**config.mk**
```make
export PLATFORM = sky130hd
export DESIGN_NAME = mir_router
export DESIGN_NICKNAME = d
export VERILOG_FILES = /design/src/mir_pkg.sv /design/src/mir_pair_match.sv /design/src/mir_router.sv
export SDC_FILE = /design/constraint.sdc
export NUM_CORES = 1
export LEC_CHECK = 0
export BUFFER_PORTS_ARGS = -buffer_cell sky130_fd_sc_hd__buf_4
export CAP_MARGIN = 30
export CORE_MARGIN = 4
export CORE_UTILIZATION = 60
export CTS_BUF_LIST = sky130_fd_sc_hd__clkbuf_4
export DETAILED_ROUTE_END_ITERATION = 10
export HOLD_SLACK_MARGIN = 0.03
export PLACE_DENSITY = 0.9
export SLEW_MARGIN = 20
export SYNTH_ARGS = -nofsm -noshare
export SYNTH_HDL_FRONTEND = slang
export SYNTH_SLANG_ARGS = --single-unit
```
**constraint.sdc**
```tcl
create_clock -name clk -period 3.6 [get_ports clk]
set_input_delay 0.54 -clock clk [delete_from_list [all_inputs] [get_ports clk]]
set_output_delay 0.54 -clock clk [all_outputs]
set_load 0.02 [all_outputs]
```
**src/mir_pkg.sv**
```systemverilog
// shared constants, types and helpers for the memory/io range router
package mir_pkg;

   // architectural address space and field positions
   localparam int MIR_ARCH_PA_W   = 52;
   localparam int MIR_PAGE_LSB    = 12;
   localparam int MIR_TOP_LSB     = 23;
   localparam int MIR_FIELD_W     = MIR_ARCH_PA_W - MIR_PAGE_LSB;
   localparam int MIR_TOP_W       = MIR_ARCH_PA_W - MIR_TOP_LSB;
   localparam int MIR_BASE_WR_BIT = 3;
   localparam int MIR_BASE_RD_BIT = 4;
   localparam int MIR_MASK_V_BIT  = 11;
   localparam int MIR_CFG_LOW_BIT = 20;
   localparam int MIR_CFG_HIGH_BIT = 21;
   localparam int MIR_NUM_PAIRS   = 2;

   // register port indices
   localparam int MIR_IDX_W        = 4;
   localparam int MIR_IDX_PAIR0    = 0;
   localparam int MIR_IDX_LOW_TOP  = 4;
   localparam int MIR_IDX_HIGH_TOP = 5;
   localparam int MIR_IDX_SYSTEM_CONFIGURATION_REGISTER   = 6;
   localparam int MIR_NUM_REGS     = 7;

   localparam logic [MIR_ARCH_PA_W-1:0] MIR_FOUR_GIG = 52'h1_0000_0000;

   // memory type codes
   localparam logic [2:0] MIR_MT_UC = 3'h0;
   localparam logic [2:0] MIR_MT_WC = 3'h1;
   localparam logic [2:0] MIR_MT_WT = 3'h4;
   localparam logic [2:0] MIR_MT_WP = 3'h5;
   localparam logic [2:0] MIR_MT_WB = 3'h6;

   typedef enum logic [1:0] {
      MIR_SRC_DEFAULT  = 2'h0,
      MIR_SRC_PAIR     = 2'h1,
      MIR_SRC_LOW_TOP  = 2'h3,
      MIR_SRC_HIGH_TOP = 2'h2
   } mir_src_t;

   typedef struct packed {
      logic                     valid;
      logic                     write;
      logic [MIR_ARCH_PA_W-1:0] addr;
      logic [2:0]               mtype;
   } mir_access_t;

   typedef struct packed {
      logic       valid;
      logic       to_memory;
      mir_src_t   source;
      logic [2:0] mtype;
      logic       combo_reserved;
   } mir_route_t;

   typedef struct packed {
      logic                 req;
      logic                 we;
      logic [MIR_IDX_W-1:0] index;
      logic [63:0]          wdata;
   } mir_msr_req_t;

   typedef struct packed {
      logic        ack;
      logic        err;
      logic [63:0] rdata;
   } mir_msr_rsp_t;

   // allowed read/write routing versus memory type combinations
   function automatic logic mir_combo_ok(input logic rd, input logic wr,
                                          input logic [2:0] mt);
      logic ok;
      ok = 1'b0;
      case ({rd, wr})
         2'h0: ok = (mt == MIR_MT_UC) || (mt == MIR_MT_WC) ||
                    (mt == MIR_MT_WT) || (mt == MIR_MT_WP);
         2'h1: ok = (mt == MIR_MT_UC) || (mt == MIR_MT_WC);
         2'h2: ok = (mt == MIR_MT_UC) || (mt == MIR_MT_WP);
         2'h3: ok = (mt == MIR_MT_UC) || (mt == MIR_MT_WC) ||
                    (mt == MIR_MT_WT) || (mt == MIR_MT_WB);
         default: ok = 1'b0;
      endcase
      return ok;
   endfunction : mir_combo_ok

endpackage : mir_pkg

```
**src/mir_pair_match.sv**
```systemverilog
// base/mask hit test for one io range pair
`timescale 1ns/1ps
`default_nettype none
module mir_pair_match (
   // programmed pair
   input  wire logic [mir_pkg::MIR_FIELD_W-1:0]   range_base,
   input  wire logic [mir_pkg::MIR_FIELD_W-1:0]   range_mask,
   input  wire logic                              pair_valid,
   // access address
   input  wire logic [mir_pkg::MIR_ARCH_PA_W-1:0] addr,
   // result
   output logic                                   hit
);
   import mir_pkg::*;

   wire logic [MIR_FIELD_W-1:0] page = addr[MIR_ARCH_PA_W-1:MIR_PAGE_LSB];

   // low 12 address bits never take part in the compare
   assign hit = pair_valid &&
                ((page & range_mask) == (range_base & range_mask));

endmodule : mir_pair_match
`default_nettype wire

```
**src/mir_router.sv**
```systemverilog
// memory/io range router: io range pairs, top-of-memory, access routing
//
// Overview of operation
// - two io range pairs, 0 and 1, each a base and mask register
// - base bit 3 set sends hitting writes to memory, clear to io
// - base bit 4 set sends hitting reads to memory, clear to io
// - base bits 51:12 give a 4K aligned base, low 12 bits zero
// - mask bits 51:12 give a 4K aligned mask, low bits zero
// - mask bit 11 enables the pair; clear pair never routes
// - all defined fields of both pair registers read and write
// - pair matching works like variable-range memory type registers
// - routing with memory type follows the allowed combination table
// - types 0,1,4,5,6; other combinations flagged reserved
// - low top enabled: address 0 up to below it goes to memory
// - low top enabled: from it up to FFFF_FFFFh goes to io
// - high top enabled: 1_0000_0000h up to below it goes to memory
// - high top enabled: from it to the highest address goes to io
// - top registers keep bits 51:23, an 8M aligned boundary
// - other top register bits ignored; software writes them zero
// - low top acts only while configuration bit 20 is set
// - high top acts only while configuration bit 21 is set
// - disabled top register leaves its region routed to io
// - with the features off every access goes to io
// - 52-bit address space; fewer implemented bits allowed
`timescale 1ns/1ps
`default_nettype none
module mir_router #(
   parameter int PA_W = 52
) (
   // clock and reset
   input  wire logic                  clk,
   input  wire logic                  rst_n,
   // model specific register port
   input  wire mir_pkg::mir_msr_req_t msr_req,
   output mir_pkg::mir_msr_rsp_t      msr_rsp,
   // physical access path
   input  wire mir_pkg::mir_access_t  access,
   output mir_pkg::mir_route_t        route
);
   import mir_pkg::*;

   ////////////////////////////////////////////////////////////////////////
   // parameter check
   generate
      if (PA_W < 33 || PA_W > MIR_ARCH_PA_W) begin : g_bad_pa_w
         $error("PA_W must lie between 33 and 52");
      end
   endgenerate

   // bits above the implemented width are not stored and never match
   localparam logic [MIR_ARCH_PA_W-1:0] IMPL_MASK =
      {MIR_ARCH_PA_W{1'b1}} >> (MIR_ARCH_PA_W - PA_W);
   localparam logic [MIR_FIELD_W-1:0] FIELD_KEEP =
      IMPL_MASK[MIR_ARCH_PA_W-1:MIR_PAGE_LSB];
   localparam logic [MIR_TOP_W-1:0] TOP_KEEP =
      IMPL_MASK[MIR_ARCH_PA_W-1:MIR_TOP_LSB];
   localparam logic [MIR_IDX_W-1:0] IDX_LOW  = MIR_IDX_W'(MIR_IDX_LOW_TOP);
   localparam logic [MIR_IDX_W-1:0] IDX_HIGH = MIR_IDX_W'(MIR_IDX_HIGH_TOP);
   localparam logic [MIR_IDX_W-1:0] IDX_CFG  = MIR_IDX_W'(MIR_IDX_SYSTEM_CONFIGURATION_REGISTER);
   localparam logic [MIR_IDX_W-1:0] IDX_END  = MIR_IDX_W'(MIR_NUM_REGS);

   ////////////////////////////////////////////////////////////////////////
   // register state
   logic [MIR_FIELD_W-1:0] base_r  [MIR_NUM_PAIRS];
   logic [MIR_FIELD_W-1:0] mask_r  [MIR_NUM_PAIRS];
   logic                   rdm_r   [MIR_NUM_PAIRS];
   logic                   wrm_r   [MIR_NUM_PAIRS];
   logic                   valid_r [MIR_NUM_PAIRS];
   logic [MIR_TOP_W-1:0]   low_top_r;
   logic [MIR_TOP_W-1:0]   high_top_r;
   logic                   low_en_r;
   logic                   high_en_r;
   mir_msr_rsp_t           msr_rsp_r;
   mir_route_t             route_r;

   // register decode
   wire logic wr_stb  = msr_req.req && msr_req.we;
   wire logic idx_ok  = msr_req.index < IDX_END;
   wire logic wr_low  = wr_stb && (msr_req.index == IDX_LOW);
   wire logic wr_high = wr_stb && (msr_req.index == IDX_HIGH);
   wire logic wr_cfg  = wr_stb && (msr_req.index == IDX_CFG);
   wire logic [MIR_FIELD_W-1:0] wr_field =
      msr_req.wdata[MIR_ARCH_PA_W-1:MIR_PAGE_LSB] & FIELD_KEEP;
   wire logic [MIR_TOP_W-1:0] wr_top =
      msr_req.wdata[MIR_ARCH_PA_W-1:MIR_TOP_LSB] & TOP_KEEP;

   logic [63:0]            rd_word [MIR_NUM_REGS];
   logic [MIR_NUM_PAIRS-1:0] pair_hit;
   logic [MIR_ARCH_PA_W-1:0] acc_addr;

   assign acc_addr = access.addr & IMPL_MASK;

   ////////////////////////////////////////////////////////////////////////
   // io range pairs
   genvar gi;
   generate
      for (gi = 0; gi < MIR_NUM_PAIRS; gi++) begin : g_pair
         localparam logic [MIR_IDX_W-1:0] IDX_B =
            MIR_IDX_W'(MIR_IDX_PAIR0 + 2 * gi);
         localparam logic [MIR_IDX_W-1:0] IDX_M =
            MIR_IDX_W'(MIR_IDX_PAIR0 + 2 * gi + 1);
         wire logic wr_b = wr_stb && (msr_req.index == IDX_B);
         wire logic wr_m = wr_stb && (msr_req.index == IDX_M);

         always_ff @(posedge clk or negedge rst_n) begin
            if (!rst_n) begin
               base_r[gi] <= '0;
               rdm_r[gi]  <= 1'b0;
               wrm_r[gi]  <= 1'b0;
            end else if (wr_b) begin
               base_r[gi] <= wr_field;
               rdm_r[gi]  <= msr_req.wdata[MIR_BASE_RD_BIT];
               wrm_r[gi]  <= msr_req.wdata[MIR_BASE_WR_BIT];
            end
         end

         always_ff @(posedge clk or negedge rst_n) begin
            if (!rst_n) begin
               mask_r[gi]  <= '0;
               valid_r[gi] <= 1'b0;
            end else if (wr_m) begin
               mask_r[gi]  <= wr_field;
               valid_r[gi] <= msr_req.wdata[MIR_MASK_V_BIT];
            end
         end

         // reserved fields read back as zero
         always_comb begin
            rd_word[2 * gi] = '0;
            rd_word[2 * gi][MIR_ARCH_PA_W-1:MIR_PAGE_LSB] = base_r[gi];
            rd_word[2 * gi][MIR_BASE_RD_BIT] = rdm_r[gi];
            rd_word[2 * gi][MIR_BASE_WR_BIT] = wrm_r[gi];
            rd_word[2 * gi + 1] = '0;
            rd_word[2 * gi + 1][MIR_ARCH_PA_W-1:MIR_PAGE_LSB] = mask_r[gi];
            rd_word[2 * gi + 1][MIR_MASK_V_BIT] = valid_r[gi];
         end

         mir_pair_match u_match (
            .range_base (base_r[gi]),
            .range_mask (mask_r[gi]),
            .pair_valid (valid_r[gi]),
            .addr       (acc_addr),
            .hit        (pair_hit[gi])
         );
      end
   endgenerate

   ////////////////////////////////////////////////////////////////////////
   // top-of-memory and configuration
   always_ff @(posedge clk or negedge rst_n) begin
      if (!rst_n) begin
         low_top_r <= '0;
      end else if (wr_low) begin
         low_top_r <= wr_top;
      end
   end

   always_ff @(posedge clk or negedge rst_n) begin
      if (!rst_n) begin
         high_top_r <= '0;
      end else if (wr_high) begin
         high_top_r <= wr_top;
      end
   end

   // only the two enables live here; other configuration bits read zero
   always_ff @(posedge clk or negedge rst_n) begin
      if (!rst_n) begin
         low_en_r  <= 1'b0;
         high_en_r <= 1'b0;
      end else if (wr_cfg) begin
         low_en_r  <= msr_req.wdata[MIR_CFG_LOW_BIT];
         high_en_r <= msr_req.wdata[MIR_CFG_HIGH_BIT];
      end
   end

   always_comb begin
      rd_word[MIR_IDX_LOW_TOP] = '0;
      rd_word[MIR_IDX_LOW_TOP][MIR_ARCH_PA_W-1:MIR_TOP_LSB] = low_top_r;
      rd_word[MIR_IDX_HIGH_TOP] = '0;
      rd_word[MIR_IDX_HIGH_TOP][MIR_ARCH_PA_W-1:MIR_TOP_LSB] = high_top_r;
      rd_word[MIR_IDX_SYSTEM_CONFIGURATION_REGISTER] = '0;
      rd_word[MIR_IDX_SYSTEM_CONFIGURATION_REGISTER][MIR_CFG_LOW_BIT]  = low_en_r;
      rd_word[MIR_IDX_SYSTEM_CONFIGURATION_REGISTER][MIR_CFG_HIGH_BIT] = high_en_r;
   end

   ////////////////////////////////////////////////////////////////////////
   // register port answer, one cycle after the request
   wire logic [63:0] rd_sel =
      idx_ok ? rd_word[msr_req.index[2:0]] : 64'h0;

   always_ff @(posedge clk or negedge rst_n) begin
      if (!rst_n) begin
         msr_rsp_r <= '0;
      end else begin
         msr_rsp_r.ack   <= msr_req.req;
         msr_rsp_r.err   <= msr_req.req && !idx_ok;
         msr_rsp_r.rdata <= (msr_req.req && !msr_req.we) ? rd_sel : 64'h0;
      end
   end

   assign msr_rsp = msr_rsp_r;

   ////////////////////////////////////////////////////////////////////////
   // access classification
   wire logic [MIR_ARCH_PA_W-1:0] low_bound  =
      {low_top_r, {MIR_TOP_LSB{1'b0}}};
   wire logic [MIR_ARCH_PA_W-1:0] high_bound =
      {high_top_r, {MIR_TOP_LSB{1'b0}}};
   wire logic below_4g   = acc_addr < MIR_FOUR_GIG;
   wire logic low_mem    = acc_addr < low_bound;
   wire logic high_mem   = acc_addr < high_bound;
   wire logic low_apply  = below_4g && low_en_r;
   wire logic high_apply = !below_4g && high_en_r;

   // overlapping pairs: lowest numbered hit wins
   logic pair_any;
   logic pair_rd;
   logic pair_wr;
   always_comb begin
      pair_any = 1'b0;
      pair_rd  = 1'b0;
      pair_wr  = 1'b0;
      for (int i = MIR_NUM_PAIRS - 1; i >= 0; i--) begin
         if (pair_hit[i]) begin
            pair_any = 1'b1;
            pair_rd  = rdm_r[i];
            pair_wr  = wrm_r[i];
         end
      end
   end

   // pair hits take precedence over the top-of-memory regions
   wire mir_src_t src_nxt =
      pair_any   ? MIR_SRC_PAIR :
      low_apply  ? MIR_SRC_LOW_TOP :
      high_apply ? MIR_SRC_HIGH_TOP : MIR_SRC_DEFAULT;
   wire logic pair_mem = access.write ? pair_wr : pair_rd;
   wire logic top_mem  = low_apply ? low_mem : high_mem;
   wire logic mem_nxt  =
      (src_nxt == MIR_SRC_PAIR)    ? pair_mem :
      (src_nxt == MIR_SRC_DEFAULT) ? 1'b0 : top_mem;
   // top regions route reads and writes alike
   wire logic rd_eff = (src_nxt == MIR_SRC_PAIR) ? pair_rd : mem_nxt;
   wire logic wr_eff = (src_nxt == MIR_SRC_PAIR) ? pair_wr : mem_nxt;
   wire logic reserved_nxt =
      !mir_combo_ok(rd_eff, wr_eff, access.mtype);

   always_ff @(posedge clk or negedge rst_n) begin
      if (!rst_n) begin
         route_r <= '0;
      end else begin
         route_r.valid          <= access.valid;
         route_r.to_memory      <= access.valid && mem_nxt;
         route_r.source         <= src_nxt;
         route_r.mtype          <= access.mtype;
         route_r.combo_reserved <= access.valid && reserved_nxt;
      end
   end

   assign route = route_r;

endmodule : mir_router
`default_nettype wire

```
* Word level (Yosys, flattened, before mapping)
Cells that the tools add are included.
** Word-level totals
- Flip-flop bits (word level) :: 300
- Input port bits :: 129
- Logic and storage cells :: 98
- Output and inout bits :: 74
** Operators by class
- Muxes and demuxes :: 21
- Eq/ne operators :: 16
- Bitwise logic cells :: 5
- Reduce and logical (&&, ||, !) cells :: 29
- Magnitude comparators :: 5
** Operators by type and width (number)
- $mux W64 :: 4
- $bmux W64 S3 :: 1
- $and A40 B40 Y40 :: 4
- $lt A52 B52 Y1 :: 2
- $eq A40 B40 Y1 :: 2
- $lt A52 B33 Y1 const B :: 1
- $logic_and A1 B1 Y1 :: 16
- $eq A4 B3 Y1 const B :: 3
- $mux W1 :: 12
- $eq A3 B3 Y1 const B :: 3
- $eq A4 B2 Y1 const B :: 2
- $mux W2 :: 3
- $logic_or A1 B1 Y1 :: 5
- $eq A2 B1 Y1 const B :: 2
- $eq A2 B2 Y1 const B :: 2
- $eq A4 B1 Y1 const B :: 1
- $ge A4 B4 Y1 const B :: 1
- $logic_not A1 Y1 :: 4
- $logic_not A2 Y1 :: 2
- $logic_not A4 Y1 :: 1
- $lt A4 B3 Y1 const B :: 1
- $not A3 Y4 :: 1
- $pmux W1 S4 :: 1
- $eq A3 B1 Y1 const B :: 1
- $logic_not A3 Y1 :: 1

* Longest topological paths before layout
- Depth in word-level cells :: 14
- Depth in mapped cells :: 15
- Depth with buffers taken out :: 15

* By module
Synthesis repeated with hierarchy kept, for this count alone.
** Unflattened totals
- Cells, all modules :: 1171
- Area total of the unflattened synthesis :: 14393.8 µm²
** Modules (own cells, without submodules)
- mir_router :: sequential area each 6981.7 µm², area each 13255.2 µm², cells each 1041, times used 1
- mir_pair_match :: sequential area each 0.0 µm², area each 569.3 µm², cells each 65, times used 2

* Worst setup path after synthesis
No wires, ideal clock.
- Path type :: input-to-reg
- Start :: input port access[50] in the netlist's numbering
- End :: register route_r, in the netlist route[0]
- Cell stages on the path :: 11
- Setup time :: 0.123 ns
- Path buffers :: 0
- Setup slack :: 0.639 ns
- Data required time :: 3.477 ns
- Arrival :: 2.837 ns
- Cell sequence :: xor2_1 -> a22oi_2 -> nand4_1 -> or4_1 -> or3_4 -> o211a_2 -> a21boi_1 -> ha_1 -> nand3b_1 -> o21ai_0 -> a21oi_1
** Between the ends
- Word-level cells in the longest chain between the ends :: 14
- Elaborated cells on any way between the ends :: 36
- Classes of those cells :: 3 x order compare; 6 x eq/ne; 16 x mux; 2 x bitwise; 9 x reduce/logical
** RTL lines
- start: declaration :: RTL line mir_router.sv:37 : input wire mir_pkg::mir_access_t access,
- $lt A52 B33 Y1 / $and A40 B40 Y40 (equally long branches) :: RTL line mir_router.sv:210, mir_pair_match.sv:20
- $logic_not A1 Y1 / $eq A40 B40 Y1 (equally long branches) :: RTL line mir_router.sv:214, mir_pair_match.sv:20
- $logic_and A1 B1 Y1 (on tied branches) :: RTL line mir_router.sv:214, mir_pair_match.sv:19
- $mux W2 / $mux W1 (equally long branches) :: RTL line mir_router.sv:237, mir_router.sv:225
- $mux W2 / $mux W1 (equally long branches) :: RTL line mir_router.sv:236, mir_router.sv:225
- $mux W2 :: RTL line mir_router.sv:235 : pair_any ? MIR_SRC_PAIR :
- $logic_not A2 Y1 :: RTL line mir_router.sv:242 : (src_nxt == MIR_SRC_DEFAULT) ? 1'b0 : top_mem;
- $mux W1 :: RTL line mir_router.sv:242
- $mux W1 :: RTL line mir_router.sv:241 : (src_nxt == MIR_SRC_PAIR) ? pair_mem :
- $mux W1 (on tied branches) :: RTL line mir_router.sv:245, mir_router.sv:244
- $eq A2 B2 Y1, or another cell as far along :: RTL line mir_pkg.sv:74 : case ({rd, wr})
- $pmux W1 S4 * :: RTL line mir_pkg.sv:74
- $logic_not A1 Y1 * :: RTL line mir_router.sv:247 : !mir_combo_ok(rd_eff, wr_eff, access.mtype);
- $logic_and A1 B1 Y1 * :: RTL line mir_router.sv:257 : route_r.combo_reserved <= access.valid && reserved_nxt;
- end: declaration :: RTL line mir_router.sv:74 : mir_route_t route_r;
Mark *: on every way between the ends. The rest lies on a longest branch, timed or not.
A chain may end at the register's enable or synchronous reset.

* Worst setup path after layout
- Start :: register base_r[69] in the netlist's numbering
- End :: register route_r, in the netlist route[0]
** Between the ends
- Word-level cells in the longest chain between the ends :: 13
- Elaborated cells on any way between the ends :: 21
- Classes of those cells :: 5 x eq/ne; 10 x mux; 1 x bitwise; 5 x reduce/logical
** RTL lines
- start: declaration :: RTL line mir_router.sv:64 : logic [MIR_FIELD_W-1:0] base_r [MIR_NUM_PAIRS];
- start signal: indexed assignment :: RTL line mir_router.sv:111 : base_r[gi] <= wr_field;
- $and A40 B40 Y40 * :: RTL line mir_pair_match.sv:20 : ((page & range_mask) == (range_base & range_mask));
- $eq A40 B40 Y1 * :: RTL line mir_pair_match.sv:20
- $logic_and A1 B1 Y1 * :: RTL line mir_pair_match.sv:19 : assign hit = pair_valid &&
- $mux W1 :: RTL line mir_router.sv:225 : if (pair_hit[i]) begin
- $mux W2 :: RTL line mir_router.sv:235
- $logic_not A2 Y1 :: RTL line mir_router.sv:242
- $mux W1 :: RTL line mir_router.sv:242
- $mux W1 :: RTL line mir_router.sv:241
- $mux W1 (on tied branches) :: RTL line mir_router.sv:245, mir_router.sv:244
- $eq A2 B2 Y1, or another cell as far along :: RTL line mir_pkg.sv:74
- $pmux W1 S4 * :: RTL line mir_pkg.sv:74
- $logic_not A1 Y1 * :: RTL line mir_router.sv:247
- $logic_and A1 B1 Y1 * :: RTL line mir_router.sv:257
Marks and branches as above.

==> metrics.md <==
| Metric | Value |
|---|---|
| Clk_skew | 0.0432 ns |
| Synth Cell Area | 14700 um2 |
| Reg2reg path depth | 13 |
| Routed length per instance | 23.9 um |
| Die Span Y | 164 um |
| Leading post-synthesis cells by cell area | dfrtp_1 48%, mux2_2 15%, mux4_2 6.1% |
| Hold Violations, Final | 0 |
| First-pass GRT wire length | 66600 um |
| DRT Wirelength | 43000 um |
| Total CTS buffers | 74 |
| Share of layout cells above drive strength 1 | 0.361 |
| Pwr Density | 548 nW/um2 |
| Finished Cell Area | 17100 um2 |
| Drt pass-1 iters | 6 |
| Type of the worst setup path | reg -> reg |
| Met2 Use GR | 0.505 |
| Worst slew margin | 0.379 |
| Final slew viol count | 0 |
| Worst Hold Depth | 2 |
| Origin of the critical flop-to-flop path | base_r[69]$_DFFE_PN0P_ |
| Highest-count cells in the layout ignoring fill and taps | 279 x dfrtp_1, 200 x mux2_2, 166 x buf_4, 104 x clkbuf_4, 95 x nand2_1 |
| Max Cap Viol | 0 |
| Placed cell areas | 16100 um2 |
| Setup crit start kind | register |
| Drc violations | 0 |
| Via count | 11400 |
| CTS Root Cell | clkbuf_4 |
| Antenna violations before repair | 1 |
| ANT nets after route | 0 |
| Gpl congestion | 0.997 |
| Setup violators final | 0 |
| Initial Utilization | 0.618 |
| Std-Cell Rows | 56 |
| # port buffers | 148 |
| Number of cells produced by synthesis | 1235 |
| Mean Syn Cell Area | 11.9 um2 |
| Seq/Total Area, Yosys | 0.476 |
| Outcome | finished, final reports clean |
| Synth Flop Type | dfrtp_1 |
| Vias per cell | 6.32 |
| Layout Cells excl Fill | 1800 |
| Crit path DAT | 3.95 ns |
| Pleak | 8.19 nW |
| EDFF count, synth | 0 |
| Period minus WS final | 3.34 ns |
| Crit end category | register |
| Post-synth cell types | 51 |
| RSZ-0062 raised after global routing | false |
| # placed instances | 1668 |
| Synth area leader | dfrtp_1 |
| Area Growth Syn to Fin | 16.7% |
| Hold WC Path Type | in -> reg |
| Fill cell count | 1580 |
| FMAX | 299 MHz |
| Critical path required time | 4.20 ns |
| Setup TNS | 0 ns |
| Clock latency on the worst-skew pair | 0.69 ns |
| DPL Wire Length | 30800 um |
| Largest net degree at the start of global routing | 104 |
| Longest Clk Path Bufs | 3 |
| Share of the synthesized area in the top cell type | 0.476 |
| Core area | 23800 um2 |
| Vias in the first global route | 11800 |
| CTS tree | done |
| Met3 GRT Util | 0.0769 |
| Synth Register Bits | 279 |
| Maximum vdd drop | 0.376 mV |
| DR iter-0 viols | 1090 |
| Ys async rst share | 1.00 |
| Post_cts resized | 0 |
| Die Span X | 164 um |
| Global route overflow | 0 |
| Worst Max-Slew Pin Slew | 0.929 ns |
| Post-layout net count | 1619 |
| Worst hold start | msr_req[11] |
| Worst min-delay path endpoint | rd_word[203]$_DFFE_PN0P_ |
| Synth Warn # | 0 |
| IO Pins | 203 |
| GRT busiest layer | met2 |
| Post-route core utilization | 0.721 |
| Flop2flop setup slack | 0.26 ns |
| H-tree level count | 3 |
| Final Cycle Share | 0.929 |
| Commonest non-fill, non-tap cell in the layout | dfrtp_1 |
| Met1 Resource Use GR | 0.437 |
| Die Area | 27000 um2 |
| Crit Path Max Fanout | 3 |
| GRT Overall Usage | 0.324 |
| Reg2reg end | route[0]$_DFF_PN0_ |
| Clock slew seen by the registers of the worst setup and hold paths | 0.06 ns |
| Sinks on Clock Net | 279 |
==> cell type report <==
cell class	count	area, um2	share of cell area
Antenna cell	1	2.50	0.000146
Clock buffer	104	781	0.0456
Clock inverter	21	160	0.00935
Inverter	59	221	0.0129
Multi-Input combinational cell	841	7200	0.420
Sequential cell	279	6980	0.408
Tap cell	319	399	0.0233
Timing Repair Buffer	176	1380	0.0806
==> registers in the layout, indices dropped and copies added (netlist names), 6 cells and up <==
register / count
base_r: 80
high_top_r: 29
low_top_r: 29
mask_r: 80
msr_rsp: 45
rd_word: 6
route: 8
==> through the flow <==
stage	worst slack [ns]	power, W	hold WS, ns
3_3_place_gp	0.137	0.00637	0.486
2_1_floorplan	0.639	0.00556	0.244
6_report	0.257	0.00939	0.0999
3_5_place_dp	0.122	0.00650	0.493
5_1_grt	0.102	0.00987	0.0805
4_1_cts	0.341	0.00937	0.0702
==> how the worst max path moves through the flow <==
stage | from | to | cells past startpoint
after floorplan | access[50] | route[0]$_DFF_PN0_ | 11
after global placement | access[44] | route[0]$_DFF_PN0_ | 12
after detailed placement | access[44] | route[0]$_DFF_PN0_ | 12
after CTS | base_r[69]$_DFFE_PN0P_ | route[0]$_DFF_PN0_ | 11
after global routing | base_r[69]$_DFFE_PN0P_ | route[0]$_DFF_PN0_ | 11
final | base_r[69]$_DFFE_PN0P_ | route[0]$_DFF_PN0_ | 13
==> logic make-up after synthesis <==
family	count (synthesis)	share of synthesized area
buf+inv	135	0.0404
mux	245	0.218
other cells	1	0.000255
xor+xnor	80	0.0477
fa+ha+maj	59	0.0503
compound gates	213	0.0952
simple gates	223	0.0723
flops	279	0.476
==> repair_timing <==
item | in CTS | in global routing
hold endpoints to repair | 103 | 0
endpoints found under the setup margin | 0 | 0
hold buffers | 6 | 0
buffers inserted | 0 | 0
==> metal layers <==
metal  share of wire  up-vias
met1            0.39     5741
met3           0.097      123
li1                -     4884
met4           0.041        0
met5               0        -
met2            0.47      635
==> synth_stat cells (5+ instances only) <==
cell	n
a21o_1	12
a21oi_1	22
a22oi_1	77
and3_1	5
buf_1	17
buf_2	6
buf_4	21
clkbuf_1	32
dfrtp_1	279
ha_1	59
inv_1	59
mux2_2	200
mux4_2	40
nand2_1	97
nand3_1	6
nand4_1	30
nor2_1	42
nor2b_1	13
nor4_1	8
o21ai_0	73
xor2_1	80
==> critical path, cell delays in order, from the launching register on <==
cell	delay, ns
dfrtp_1	0.43
xor2_1	0.19
a22oi_1	0.42
nand4_1	0.15
or4_1	0.54
or3_4	0.41
o211ai_1	0.13
o21ai_0	0.15
ha_1	0.24
a21oi_1	0.16
nor2_1	0.05
a31oi_1	0.15
a21oi_1	0.09
a21oi_1	0.15
==> power by group <==
part	internal, W	leakage (nW)	switching (W)
registers	0.00367	3.57	0.000508
clock network	0.00154	0.565	0.00131
logic	0.00112	4.06	0.00124
total	0.00634	8.19	0.00306
Power figures use the tool's default switching activity.
